`config.mk`:
```
export PLATFORM = sky130hd
export DESIGN_NAME = rpds_top
export DESIGN_NICKNAME = d
export VERILOG_FILES = /design/src/hw/rpds_pkg.sv /design/src/hw/rpds_top.sv
export VERILOG_INCLUDE_DIRS = /design/src /design/src/hw
export SDC_FILE = /design/constraint.sdc
export NUM_CORES = 1
export LEC_CHECK = 0
export ABC_AREA = 1
export BUFFER_PORTS_ARGS = -buffer_cell sky130_fd_sc_hd__buf_2
export CORE_UTILIZATION = 39
export DETAILED_ROUTE_END_ITERATION = 16
export PLACE_DENSITY = 0.74
export SLEW_MARGIN = 5
export SYNTH_ARGS = -nofsm -noshare
export SYNTH_HDL_FRONTEND = slang
export SYNTH_SLANG_ARGS = --single-unit
export TNS_END_PERCENT = 50
```
`constraint.sdc`:
```
create_clock -name aclk -period 1.1 [get_ports aclk]
set_input_delay 0 -clock aclk [delete_from_list [all_inputs] [get_ports aclk]]
set_output_delay 0 -clock aclk [all_outputs]
set_load 0.01 [all_outputs]
```
`src/hw/rpds_cfg.svh`:
```
/*
 * constants for the reset, protection and debug select block
 * assumes inclusion by bare name from the package and the design file
 */
`ifndef RPDS_CFG_SVH
`define RPDS_CFG_SVH

// ************************************************************
// register byte offsets
// ************************************************************
`define RPDS_OFF_CTRL        12'h000
`define RPDS_OFF_STATUS      12'h004
`define RPDS_OFF_GUARD       12'h008
`define RPDS_OFF_BOOT        12'h00C
`define RPDS_OFF_ID          12'h010

// ************************************************************
// control fields
// ************************************************************
`define RPDS_CTRL_IRQ_SEL_LO 0
`define RPDS_CTRL_IRQ_EN     2
`define RPDS_CTRL_RST_EN     3
`define RPDS_CTRL_ISP_PIN_DIS 4
`define RPDS_CTRL_RESET      32'h0000_0008

// ************************************************************
// protection patterns in the dedicated flash word
// ************************************************************
`define RPDS_GUARD_PAT1      32'h1234_5678
`define RPDS_GUARD_PAT2      32'h8765_4321
`define RPDS_GUARD_PAT3      32'h4321_8765
`define RPDS_NO_ISP_PAT      32'h4E69_7370

// ************************************************************
// timing
// ************************************************************
`define RPDS_CLK_MHZ         200
`define RPDS_PIN_MIN_NS      50
`define RPDS_PIN_MIN_CYC     ((`RPDS_PIN_MIN_NS * `RPDS_CLK_MHZ + 999) / 1000)
`define RPDS_FLASH_INIT_CYC  16
`define RPDS_RESET_VECTOR    32'h0000_0000
`define RPDS_ID_VALUE        32'h0000_0A5A

`endif

```
`src/hw/rpds_pkg.sv`:
```
/*
 * types for the reset, protection and debug select block
 * assumes rpds_cfg.svh beside it
 */
`include "rpds_cfg.svh"

package rpds_pkg;

	// ************************************************************
	// types
	// ************************************************************
	typedef enum logic [1:0] {
		RPDS_GUARD_NONE,
		RPDS_GUARD_ONE,
		RPDS_GUARD_TWO,
		RPDS_GUARD_THREE
	} rpds_guard_t;

	typedef enum {
		RPDS_ST_HOLD,
		RPDS_ST_OSC,
		RPDS_ST_FLASH,
		RPDS_ST_RUN
	} rpds_state_t;

	// debug, isp and iap permissions travel together
	typedef struct packed {
		logic swd_allow;
		logic isp_allow;
		logic isp_partial;
		logic isp_full_only;
		logic isp_pin_allow;
		logic iap_allow;
	} rpds_perm_t;

	// raw supply monitor comparator outputs
	typedef struct packed {
		logic [2:0] below_irq;
		logic       below_rst;
		logic       supply_ok;
	} rpds_supply_t;

endpackage : rpds_pkg

```
`src/hw/rpds_top.sv`:
```
/*
 * reset merge, start-up sequence, brownout reporting, code read guard
 * and debug/boundary-scan selection behind an axi4-lite slave
 * assumes synchronous inputs, one 200 MHz clock, flash guard word valid
 * from reset
 */
// What this block does
// - any of pin, watchdog, supply-up or brownout reset asserts chip reset.
// - after reset with usable supply, start fast oscillator then flash init.
// - a low reset pin pulse of 50 ns or longer is a reset.
// - on reset release the processor fetches from address 0.
// - ctrl_reg and the bus registers reset only on aresetn, not on internal reset.
// - three selectable brownout interrupt levels, one reset level, irq out.
// - brownout interrupt level readable as a status bit for polling.
// - supply below the reset level forces a full chip reset.
// - guard activates only on a specific pattern in the guard flash word.
// - in-application programming works at every guard level.
// - isp entry by pin can be disabled without enabling the guard.
// - level one blocks debug, partial isp update, never sector 0.
// - level two blocks debug, allows only full erase and reprogram.
// - level three blocks debug and all isp, including pin entry.
// - reset pin low selects boundary scan, high selects serial debug.
// - serial debug stays disabled while the device is in reset.
// - boundary-scan mode routes test port pins by hardware.
// - boundary-scan port gives no processor debug access.
`timescale 1ns/1ps
`include "rpds_cfg.svh"

module rpds_top (
	// clock and bus reset
	input  wire logic                  aclk,
	input  wire logic                  aresetn,
	// reset sources
	input  wire logic                  reset_pin_n,
	input  wire logic                  watchdog_rst,
	input  wire rpds_pkg::rpds_supply_t supply,
	// dedicated flash guard word
	input  wire logic [31:0]           guard_word,
	input  wire logic                  sector0_target,
	// axi4-lite
	input  wire logic [11:0]           s_axi_awaddr,
	input  wire logic                  s_axi_awvalid,
	output logic                       s_axi_awready,
	input  wire logic [31:0]           s_axi_wdata,
	input  wire logic [3:0]            s_axi_wstrb,
	input  wire logic                  s_axi_wvalid,
	output logic                       s_axi_wready,
	output logic [1:0]                 s_axi_bresp,
	output logic                       s_axi_bvalid,
	input  wire logic                  s_axi_bready,
	input  wire logic [11:0]           s_axi_araddr,
	input  wire logic                  s_axi_arvalid,
	output logic                       s_axi_arready,
	output logic [31:0]                s_axi_rdata,
	output logic [1:0]                 s_axi_rresp,
	output logic                       s_axi_rvalid,
	input  wire logic                  s_axi_rready,
	// system outputs
	output logic                       chip_rst_n,
	output logic                       osc_enable,
	output logic                       flash_init,
	output logic [31:0]                fetch_addr,
	output logic                       brownout_irq,
	// permissions and debug select
	output rpds_pkg::rpds_perm_t       perm,
	output logic                       isp_sector0_ok,
	output logic                       swd_enable,
	output logic                       bscan_enable,
	output logic                       tap_pin_route,
	output logic                       bscan_cpu_debug
);

	localparam int PIN_CYC   = `RPDS_PIN_MIN_CYC;
	localparam int FLASH_CYC = `RPDS_FLASH_INIT_CYC;
	localparam logic [3:0] FLASH_LAST = 4'(FLASH_CYC - 1);

	initial
	begin
		if (PIN_CYC < 1 || PIN_CYC > 255 || FLASH_CYC < 1 || FLASH_CYC > 16)
			$error("rpds_top: timing counts out of range");
	end

	// ************************************************************
	// reset pin filter and merge
	// ************************************************************
	logic [7:0]  pin_low_reg;
	logic        pin_req;
	logic        bod_rst_req;
	logic        src_rst;
	logic [1:0]  sync_reg;
	logic [31:0] ctrl_reg;

	// count consecutive low cycles; request once the minimum width is met
	always_ff @(posedge aclk)
	begin
		if (!aresetn)
			pin_low_reg <= 8'h00;
		else if (reset_pin_n)
			pin_low_reg <= 8'h00;
		else if (pin_low_reg != 8'(PIN_CYC))
			pin_low_reg <= pin_low_reg + 8'h01;
	end

	assign pin_req     = (pin_low_reg == 8'(PIN_CYC));
	assign bod_rst_req = supply.below_rst & ctrl_reg[`RPDS_CTRL_RST_EN];
	assign src_rst     = !aresetn | pin_req | watchdog_rst
	                   | !supply.supply_ok | bod_rst_req;

	// assert at once, release through two stages
	always_ff @(posedge aclk or posedge src_rst)
	begin
		if (src_rst)
			sync_reg <= 2'b00;
		else
			sync_reg <= {sync_reg[0], 1'b1};
	end

	// ************************************************************
	// start-up sequence
	// ************************************************************
	rpds_pkg::rpds_state_t state_reg;
	logic [3:0]            init_cnt_reg;

	// hold, start oscillator, initialise flash, then run
	always_ff @(posedge aclk)
	begin
		if (!sync_reg[1])
		begin
			state_reg    <= rpds_pkg::RPDS_ST_HOLD;
			init_cnt_reg <= 4'h0;
		end
		else
		begin
			case (state_reg)
				rpds_pkg::RPDS_ST_HOLD:
					state_reg <= rpds_pkg::RPDS_ST_OSC;
				rpds_pkg::RPDS_ST_OSC:
					state_reg <= rpds_pkg::RPDS_ST_FLASH;
				rpds_pkg::RPDS_ST_FLASH:
				begin
					if (init_cnt_reg == FLASH_LAST)
						state_reg <= rpds_pkg::RPDS_ST_RUN;
					else
						init_cnt_reg <= init_cnt_reg + 4'h1;
				end
				rpds_pkg::RPDS_ST_RUN:
					state_reg <= rpds_pkg::RPDS_ST_RUN;
				default:
					state_reg <= rpds_pkg::RPDS_ST_HOLD;
			endcase
		end
	end

	assign osc_enable = (state_reg != rpds_pkg::RPDS_ST_HOLD);
	assign flash_init = (state_reg == rpds_pkg::RPDS_ST_FLASH);
	assign chip_rst_n = (state_reg == rpds_pkg::RPDS_ST_RUN);
	assign fetch_addr = `RPDS_RESET_VECTOR;

	// ************************************************************
	// brownout interrupt
	// ************************************************************
	logic [1:0] irq_sel;
	logic       bod_level;

	assign irq_sel      = ctrl_reg[`RPDS_CTRL_IRQ_SEL_LO +: 2];
	assign bod_level    = (irq_sel < 2'h3) ? supply.below_irq[irq_sel] : 1'b0;
	assign brownout_irq = bod_level & ctrl_reg[`RPDS_CTRL_IRQ_EN];

	// ************************************************************
	// code read guard
	// ************************************************************
	rpds_pkg::rpds_guard_t guard_reg;
	logic                  no_isp_pin_reg;

	// sample the guard word while the chip is held in reset
	always_ff @(posedge aclk)
	begin
		if (!chip_rst_n)
		begin
			case (guard_word)
				`RPDS_GUARD_PAT1: guard_reg <= rpds_pkg::RPDS_GUARD_ONE;
				`RPDS_GUARD_PAT2: guard_reg <= rpds_pkg::RPDS_GUARD_TWO;
				`RPDS_GUARD_PAT3: guard_reg <= rpds_pkg::RPDS_GUARD_THREE;
				default:          guard_reg <= rpds_pkg::RPDS_GUARD_NONE;
			endcase
			no_isp_pin_reg <= (guard_word == `RPDS_NO_ISP_PAT);
		end
	end

	// permissions from guard level
	always_comb
	begin
		perm.iap_allow     = 1'b1;
		perm.swd_allow     = (guard_reg == rpds_pkg::RPDS_GUARD_NONE);
		perm.isp_allow     = (guard_reg != rpds_pkg::RPDS_GUARD_THREE);
		perm.isp_partial   = (guard_reg == rpds_pkg::RPDS_GUARD_ONE);
		perm.isp_full_only = (guard_reg == rpds_pkg::RPDS_GUARD_TWO);
		perm.isp_pin_allow = perm.isp_allow & !no_isp_pin_reg
		                   & !ctrl_reg[`RPDS_CTRL_ISP_PIN_DIS];
	end

	assign isp_sector0_ok = (guard_reg == rpds_pkg::RPDS_GUARD_NONE)
	                      | (perm.isp_full_only & sector0_target);

	// ************************************************************
	// debug and boundary scan select
	// ************************************************************
	assign bscan_enable    = !reset_pin_n;
	assign swd_enable      = reset_pin_n & chip_rst_n & perm.swd_allow;
	assign tap_pin_route   = bscan_enable;
	assign bscan_cpu_debug = 1'b0;

	// ************************************************************
	// axi4-lite slave
	// ************************************************************
	logic        aw_held_reg;
	logic        w_held_reg;
	logic [11:0] awaddr_reg;
	logic [31:0] wdata_reg;
	logic [3:0]  wstrb_reg;
	logic        wr_go;
	logic [31:0] rd_val;
	logic        rd_ok;

	assign s_axi_awready = !aw_held_reg & !s_axi_bvalid;
	assign s_axi_wready  = !w_held_reg & !s_axi_bvalid;
	assign s_axi_arready = !s_axi_rvalid;
	assign wr_go         = aw_held_reg & w_held_reg;

	// capture address and data in either order
	always_ff @(posedge aclk)
	begin
		if (!aresetn)
		begin
			aw_held_reg <= 1'b0;
			w_held_reg  <= 1'b0;
			awaddr_reg  <= 12'h000;
			wdata_reg   <= 32'h0000_0000;
			wstrb_reg   <= 4'h0;
		end
		else
		begin
			if (s_axi_awvalid & s_axi_awready)
			begin
				aw_held_reg <= 1'b1;
				awaddr_reg  <= s_axi_awaddr;
			end
			else if (wr_go)
				aw_held_reg <= 1'b0;
			if (s_axi_wvalid & s_axi_wready)
			begin
				w_held_reg <= 1'b1;
				wdata_reg  <= s_axi_wdata;
				wstrb_reg  <= s_axi_wstrb;
			end
			else if (wr_go)
				w_held_reg <= 1'b0;
		end
	end

	// control register writes with byte lanes
	always_ff @(posedge aclk)
	begin
		if (!aresetn)
			ctrl_reg <= `RPDS_CTRL_RESET;
		else if (wr_go && awaddr_reg[11:2] == 10'(`RPDS_OFF_CTRL >> 2))
		begin
			for (int i = 0; i < 4; i++)
				if (wstrb_reg[i])
					ctrl_reg[8*i +: 8] <= wdata_reg[8*i +: 8];
		end
	end

	// write response
	always_ff @(posedge aclk)
	begin
		if (!aresetn)
		begin
			s_axi_bvalid <= 1'b0;
			s_axi_bresp  <= 2'b00;
		end
		else if (wr_go)
		begin
			s_axi_bvalid <= 1'b1;
			s_axi_bresp  <= (awaddr_reg[11:2] == 10'(`RPDS_OFF_CTRL >> 2)) ? 2'b00 : 2'b10;
		end
		else if (s_axi_bready)
			s_axi_bvalid <= 1'b0;
	end

	// read mux
	always_comb
	begin
		rd_ok  = 1'b1;
		rd_val = 32'h0000_0000;
		case (s_axi_araddr[11:2])
			10'(`RPDS_OFF_CTRL >> 2):   rd_val = {27'h0, ctrl_reg[4:0]};
			10'(`RPDS_OFF_STATUS >> 2): rd_val = {26'h0, supply.below_rst, swd_enable,
			                                 bscan_enable, chip_rst_n, brownout_irq,
			                                 bod_level};
			10'(`RPDS_OFF_GUARD >> 2):  rd_val = {29'h0, no_isp_pin_reg, guard_reg};
			10'(`RPDS_OFF_BOOT >> 2):   rd_val = fetch_addr;
			10'(`RPDS_OFF_ID >> 2):     rd_val = `RPDS_ID_VALUE;         // arbitrary value
			default:               rd_ok  = 1'b0;
		endcase
	end

	// read response
	always_ff @(posedge aclk)
	begin
		if (!aresetn)
		begin
			s_axi_rvalid <= 1'b0;
			s_axi_rdata  <= 32'h0000_0000;
			s_axi_rresp  <= 2'b00;
		end
		else if (s_axi_arvalid & s_axi_arready)
		begin
			s_axi_rvalid <= 1'b1;
			s_axi_rdata  <= rd_val;
			s_axi_rresp  <= rd_ok ? 2'b00 : 2'b10;
		end
		else if (s_axi_rready)
			s_axi_rvalid <= 1'b0;
	end
endmodule : rpds_top
```
Word-level counts from Yosys, hierarchy flattened --
Cells that the tools add are included.
Operators by class: add/sub/neg operators 2, order comparisons 2, equality and inequality tests 20, mux-type cells 17, bitwise gates (word level) 20, reduce and logical (&&, ||, !) cells 23
Operators with widths (count):
- 32-bit one-hot mux with 4 select lines | 1
- 32-bit by 2-bit == test with 1-bit output, second input constant | 2
- 32-bit by 3-bit == test with 1-bit output, second input constant | 2
- 32-bit by 31-bit == test with 1-bit output, second input constant | 2
- 12-bit one-hot mux with 4 select lines | 1
- 32-bit by 1-bit == test with 1-bit output, second input constant | 1
- 32-bit by 29-bit == test with 1-bit output, second input constant | 1
- 32-bit == test, second input constant | 1
- 32-bit zero test | 1
- 32-bit two-way mux | 1
- 32-bit nonzero test | 1
- 10-bit by 2-bit == test with 1-bit output, second input constant | 2
- 10-bit zero test | 2
- 1-bit AND | 13
- 10-bit by 1-bit == test with 1-bit output, second input constant | 1
- 10-bit by 3-bit == test with 1-bit output, second input constant | 1
- 1-bit two-way mux | 10
- 1-bit zero test | 9
- 8-bit by 1-bit adder with 8-bit output, second input constant | 1
- 8-bit by 4-bit == test with 1-bit output, second input constant | 1
- 8-bit by 4-bit != test with 1-bit output, second input constant | 1
- 2-bit nonzero test | 4
- 2-bit one-hot mux with 3 select lines | 1
- 1-bit OR | 5
- other kinds (15) | 19
Storage, ports and cells: flip-flop bits (word level) 112, bits of input ports 107, output and inout bits 88, word-level logic and storage cells 101

Depth between registers and ports, before layout --
Gate-level depths: netlist of the first run.
depth in word-level cells 5, mapped depth 9, gate-level depth less buffers 9

Worst setup path after synthesis of the first run --
OpenSTA, ideal clock, no wires.
kind register to register, start point reg guard_reg[0], end point reg s_axi_rdata[4], setup time 69 ps, arrival time 1192 ps, data required time 1031 ps, setup slack -161 ps, stages on the path, launching flop included 8, buffers on the path 0, clock period less this slack 1261 ps, path through edfxtp_1 -> inv_1 -> nand2_1 -> nor3_1 -> nand2_1 -> nand3_1 -> nand2_1 -> a21oi_2
Between the ends: longest elaborated chain between the ends 3
RTL lines:
- start: declaration | line rpds_top.sv:172 | rpds_pkg::rpds_guard_t guard_reg;
- start signal: assignment | line rpds_top.sv:181 | `RPDS_GUARD_PAT1: guard_reg <= rpds_pkg::RPDS_GUARD_ONE;
- start signal: assignment | line rpds_top.sv:182 | `RPDS_GUARD_PAT2: guard_reg <= rpds_pkg::RPDS_GUARD_TWO;
- start signal: assignment | line rpds_top.sv:183 | `RPDS_GUARD_PAT3: guard_reg <= rpds_pkg::RPDS_GUARD_THREE;
- 2-bit zero test | line rpds_top.sv:194 | perm.swd_allow = (guard_reg == rpds_pkg::RPDS_GUARD_NONE);
- 1-bit AND | line rpds_top.sv:209 | assign swd_enable = reset_pin_n & chip_rst_n & perm.swd_allow;
- via swd_enable | line rpds_top.sv:67 | output logic swd_enable,
- 12-bit one-hot mux with 4 select lines | line rpds_top.sv:296 | case (s_axi_araddr[11:2])
- end signal: assignment | line rpds_top.sv:320 | s_axi_rdata <= rd_val;
- end: declaration | line rpds_top.sv:54 | output logic [31:0] s_axi_rdata,
The timed path passes the listed nets, and every way through them passes these cells. A chain may end at the register's enable or synchronous reset.

Worst setup path in the final report of the first run --
start point reg guard_reg[1], end point out swd_enable
Between the ends: longest elaborated chain between the ends 2
RTL lines (line):
- 2-bit zero test | rpds_top.sv:194
- 1-bit AND | rpds_top.sv:209
- end: declaration | rpds_top.sv:67
Every way passes these cells.

==> impl_results.md, run 1 <==
* Ys flop type: dfxtp_1
* Reg area at 1130 um^2
* CTS clk-pin slew, worst paths at 0.09 ns
* Synth area leader: dfxtp_1
* Seq cells post-synth at 53
* Worst-path cell chain: inv_2, nand2_4, nor3_4, buf_4, buf_6
* Final Hold Viols at 0
* Initial antenna violation count at 0
* Cell Int Power at 2.89 mW
* DR WL/cell at 11.2 um
* Routed via count at 3234
* Clock network power share at 26.2%
* WL final at 7930 um
* H-tree depth at 2
* TritonRoute pass-1 iters at 4
* Status: finished with violations
* Hold Crit Class: input port to flop
* DP Cell Count at 663
* DR vias/cell at 4.58
* Final Max Slew Viols at 0
* Power density cells at 947 nW/um^2
* Sink Count at 53
* P_leak at 2.12 nW
* Worst Setup Start Kind: flop
* Post-route DRC at 0
* Non-filler instance count after layout at 706
* Seq/Total Area, Yosys at 34.7%
* Commonest cells in the netlist: 74 x nor2_1, 62 x buf_4, 56 x nand2_1
* Crit path max-delay family: flip-flops
* CTS tree: built
* GRT Util Overall at 17.7%
* Die Wd at 92.2 um
* WP buf/inv at 3
* EDFF count, synth at 3
* CTS buffer count at 5
* Highest Clock Rate at 0.824 GHz
* Vias in the first global route at 2888
* Switching Power at 1.28 mW
* Buffers on Ports at 101
* Critical Path End Type: output port
* Die ar. at 8510 um^2
* Growth of design area from synthesis to finish at 38.5%
* CTS Root Cell: clkbuf_8
* Syn_area_per_cell at 7.10 um^2
* Sw frac at 30.7%
* First DRT Iteration DRCs at 142
* Setup Skew at 0.00930 ns
* WS Path Type: flop to output port
* Final Net Count at 713
* Top cell type's share of synthesized area at 30.3%
* First-pass GRT wire length at 12300 um
* Worst path required time at 1.10 ns
* Post-route core utilization at 56.3%
* Worst path slowest cell: edfxtp_1
* Fill cells at 704
* Multi-input logic area at 1830 um^2
* Synth warnings at 0
* Flop pwr share at 50.9%
* Final worst path period share at 110%
* Share of cells above drive strength 1 at 39.4%
* Unrepaired setup endpoints after global routing: yes
* Num ports at 195
* Failing checks: setup timing
* MaxCap Viol Count at 0
* Ys async rst share at 3.77%
* Synth top area cells: dfxtp_1 30%, buf_4 15%, nor2_1 8.7%
* Logic pwr share at 22.8%
* Synth Cell Area at 3180 um^2
* Maximum buffer depth of the clock tree at 2
* Rows at 32
* Critical Path AT at 1.21 ns
* Largest net degree at the start of global routing at 24
* Total power at 4.16 mW
* CP max FO at 2
* Core outline area at 7810 um^2
* Max reg flops at 10
* GPL Wtd Cong at 0.972
* Congestion Overflow GR at 0
* Pre-CTS setup slack at -0.109 ns
* Max incr delay on CP at 0.42 ns
* Die H at 92.2 um
* Routed Antenna Nets at 0
* ANT cells at 0
* Yosys cell types at 39
* Count leader, synth: nor2_1
* Detail Placement HPWL at 5890 um
* Worst IR Drop VDD at 0.000555 V
* Syn Inst Count at 447
* Number of endpoints failing setup at the final stage at 16
* Setup ws final at -0.114 ns
* Tmin final at 1.21 ns
* Skew-Pair Late Insertion Delay at 0.30 ns
* Initial Util at 40.7%
==> cells in the final DEF, fill, tap and decap left out, types with 9 or more instances in the layout <==
cell           instances
a21oi_1               16
buf_2                 98
buf_4                 35
conb_1                60
dfxtp_1               31
dfxtp_2               12
dlygate4sd3_1         21
inv_1                 37
inv_2                 14
nand2_1               45
nand2_2                9
nand3_1               18
nand4_1               13
nor2_1                65
nor2_2                 9
nor4_1                 9
o21ai_0               11
o21ai_1               14
==> metal layers <==
layer	wire length, um	up-vias	GRT usage [%]	share of wire, %
met5	0	-	0	0
met1	3220	1426	19.9	41
met3	464	22	3.15	5.9
li1	-	1643	-	-
met4	235	0	6.64	3.0
met2	4010	143	33.1	51
==> cells by family after synthesis <==
group,Yosys count,share of synthesized area (%)
buffers and inverters,121,21.7
other,2,0.236
DFF,53,34.7
xor gates and xnor gates,3,0.828
and+or+nand+nor,208,31.0
adders and majority gates,3,1.18
AOI/OAI and AO/OA,57,10.4
==> cell type report <==
type	count	share of cell area (%)
Clock buffer	5	1.56
Tap cell	102	2.90
Multi-Input combinational cell	331	41.6
Timing Repair Buffer	157	22.7
Inverter	54	4.81
Clock inverter	3	0.484
Timing Repair inverter	1	0.171
Sequential cell	53	25.8
==> power by group through the flow <==
stage	Combinational, mW	Clock, mW	Sequential (mW)
after floorplan	0.615	0	2.15
after global placement	0.786	0	2.15
after detailed placement	0.804	0	2.15
after CTS	0.887	1.11	2.12
after global routing	1.06	1.17	2.14
final	0.950	1.09	2.12
==> through the flow <==
step / instance area [um^2] / TNS (ns) / hold WS (ns)
2_1_floorplan: 3410 / -0.0189 / -0.0731
3_3_place_gp: 3720 / -0.111 / 0.0795
3_5_place_dp: 3720 / -0.588 / 0.0777
4_1_cts: 4150 / -0.563 / 0.00296
5_1_grt: 4400 / -2.43 / 0.0234
6_report: 4400 / -0.770 / 0.00317
==> path summary, 6_finish.rpt <==
check	from	to	slack, ns	depth (start not counted)
setup / recovery	guard_reg[1]$_DFFE_PP_	swd_enable	-0.11	5
hold / removal	s_axi_wdata[3]	wdata_reg[3]$_SDFFE_PN0P_	0.003	3
setup reg to reg	guard_reg[1]$_DFFE_PP_	s_axi_rdata[4]$_SDFFE_PN0P_	-0.08	8
hold reg to reg	ctrl_reg[3]$_SDFFE_PN1P_	sync_reg[1]$_DFF_PP0_	0.23	1
max in group asynchronous	pin_low_reg[0]$_SDFFE_PP0N_	sync_reg[0]$_DFF_PP0_	0.15	6
min in group asynchronous	ctrl_reg[3]$_SDFFE_PN1P_	sync_reg[1]$_DFF_PP0_	0.23	1
==> worst reg2reg max path, cell delays in order, from the launching register on <==
cell and delay [ns]:
edfxtp_1 0.42, inv_2 0.10, nand2_4 0.06, nor3_4 0.12, buf_4 0.13, nand2_2 0.05, nand3_2 0.07, nand2_2 0.06
a21oi_2 0.12
==> timing repair <==
item	CTS	global route
cloned	0	1
pin swaps	13	18
hold buffers	20	1
endpoints found under the setup margin	22	43
hold endpoints to repair	19	1
gates resized for setup	43	63
buffers inserted	5	8
Power figures use the tool's default switching activity.
==> inputs of run 2 (changes only) <==
GPL_TIMING_DRIVEN = 0   (was unset)
==> run 2 against run 1 <==
The flow still finishes with violations (setup timing). Core utilization is 4.3 points higher. Clock skew is 0.0024 ns higher. Final area grew 7.7%. Hold slack better by 0.0079 ns. Largest cell class unchanged.
==> impl_results.md, run 2 (synthesized netlist as in run 1, its figures left out) <==
* R2R cell count at 6
* Routed Antenna Nets at 0
* Worst hold endpoint: s_axi_rvalid$_SDFFE_PN0P_
* Worst hold slack at 0.0110 ns
* FF-to-FF Start: pin_low_reg[0]$_SDFFE_PP0N_
* Highest Clock Rate at 0.841 GHz
* Unrepaired setup endpoints after global routing: yes
* ANT cells at 0
* TritonRoute pass-1 iters at 4
* GPL Wtd Cong at 0.815
* Hold Path Origin: s_axi_rready
* Fill cells at 702
* Critical Path End Type: output port
* Routed via count at 3459
* Switching Power at 1.29 mW
* Initial antenna violation count at 0
* MaxCap Viol Count at 0
* Sw frac at 29.5%
* Design area at 4740 um^2
* Cell Int Power at 3.08 mW
* Rows at 32
* GRT Util Overall at 19.3%
* DR WL/cell at 11.2 um
* Final Max Slew Viols at 0
* Post-route DRC at 0
* Detail Placement HPWL at 6380 um
* DR vias/cell at 4.59
* Number of endpoints failing setup at the final stage at 17
* WS Path Type: flop to output port
* Power density cells at 921 nW/um^2
* Max reg flops at 10
* CTS buffer count at 5
* Maximum buffer depth of the clock tree at 2
* CTS clk-pin slew, worst paths at 0.10 ns
* Post-route core utilization at 60.7%
* Relative slew slack at 61.2%
* Clock network power share at 25.8%
* First DRT Iteration DRCs at 66
* Congestion Overflow GR at 0
* H-tree depth at 2
* Setup ws final at -0.0890 ns
* Skew-Pair Late Insertion Delay at 0.31 ns
* R2r setup slk at -0.07 ns
* Share of cells above drive strength 1 at 43.0%
* Worst hold path cell count at 3
* Growth of design area from synthesis to finish at 49.2%
* CTS tree: built
* Most frequent cells in the layout: 100 x buf_2, 76 x buf_4, 63 x nor2_1, 60 x conb_1, 44 x nand2_1
* Final Hold Viols at 0
* DP Area at 4050 um^2
* Largest net degree at the start of global routing at 17
* Sink Count at 53
* WL final at 8430 um
* Reg2reg end: pin_low_reg[0]$_SDFFE_PP0N_
* Die H at 92.2 um
* Flop pwr share at 48.8%
* Vias in the first global route at 3233
* Setup Skew at 0.0117 ns
* Worst path required time at 1.10 ns
* Failing checks: setup timing
* Initial Util at 40.7%
* Multi-input logic area at 1830 um^2
* Critical Path AT at 1.19 ns
* Final worst path period share at 108%
* Leading cell type in the layout, fill and taps excluded: buf_2
* Die ar. at 8510 um^2
* Die Wd at 92.2 um
* Final Net Count at 760
* Status: finished with violations
* Worst Max-Slew Pin Slew at 0.582 ns
* First-pass GRT wire length at 13200 um
* Worst Setup Start Kind: flop
* Worst IR Drop VDD at 0.000511 V
* Num ports at 195
* Hold Crit Class: input port to flop
* Reg area at 1130 um^2
* Buffers on Ports at 101
* Core outline area at 7810 um^2
* Total power at 4.37 mW
* P_leak at 2.37 nW
* CP max FO at 2
* Tmin final at 1.19 ns
* Setup TNS at -0.658 ns
* Logic pwr share at 25.4%
* CTS Root Cell: clkbuf_8
run 2: metrics by stage:
step | setup slack [ns] | std cells
after floorplan | -0.0189 | 505
after global placement | -0.101 | 708
final | -0.0890 | 753
after global routing | -0.154 | 753
after detailed placement | -0.131 | 708
after CTS | -0.0941 | 747
run 2: timing repair:
item | CTS | global route
hold endpoints to repair | 23 | 0
hold buffers | 22 | 0
resized for setup | 39 | 72
pin swaps | 9 | 19
buffers inserted | 9 | 6
setup endpoints to repair | 31 | 51
run 2: cell type report:
class | instances | share of cell area [%]
plain buffers | 67 | 10.4
flip-flops and latches | 53 | 23.9
multi-input cells | 331 | 38.6
clock buffers | 7 | 1.82
clock inverters | 1 | 0.132
inverters | 54 | 4.44
well taps | 102 | 2.69
repair buffers | 138 | 18.0
run 2: worst max-delay path by stage:
stage,cells after the start,startpoint,end
after floorplan,7,guard_reg[1]$_DFFE_PP_,s_axi_rdata[4]$_SDFFE_PN0P_
after CTS,5,guard_reg[0]$_DFFE_PP_,perm[1]
after detailed placement,6,pin_low_reg[1]$_SDFFE_PP0N_,pin_low_reg[6]$_SDFFE_PP0N_
after global placement,7,guard_reg[0]$_DFFE_PP_,s_axi_rdata[4]$_SDFFE_PN0P_
final,4,guard_reg[0]$_DFFE_PP_,swd_enable
after global routing,3,state_reg[0]$_SDFFE_PN0N_,swd_enable
run 2: power groups by stage:
stage                     clock network, mW  registers (mW)  logic (mW)
after CTS                              1.16            2.12        1.03
final                                  1.13            2.13        1.11
after detailed placement                  0            2.16       0.912
after global routing                   1.24            2.14        1.22
after global placement                    0            2.15       0.893
after floorplan                           0            2.15       0.615
run 2: metal layers:
metal  share of wire (%)  track usage [%]
met1                  39             20.2
met2                  54             37.1
met3                 4.8             3.40
met4                 2.4             8.46
met5                   0                0
run 2: critical path, cell delays in order, from the launching register on:
cell and delay, ns:
edfxtp_1 0.45, inv_2 0.11, nand2_4 0.06, nor3_4 0.12, buf_2 0.16
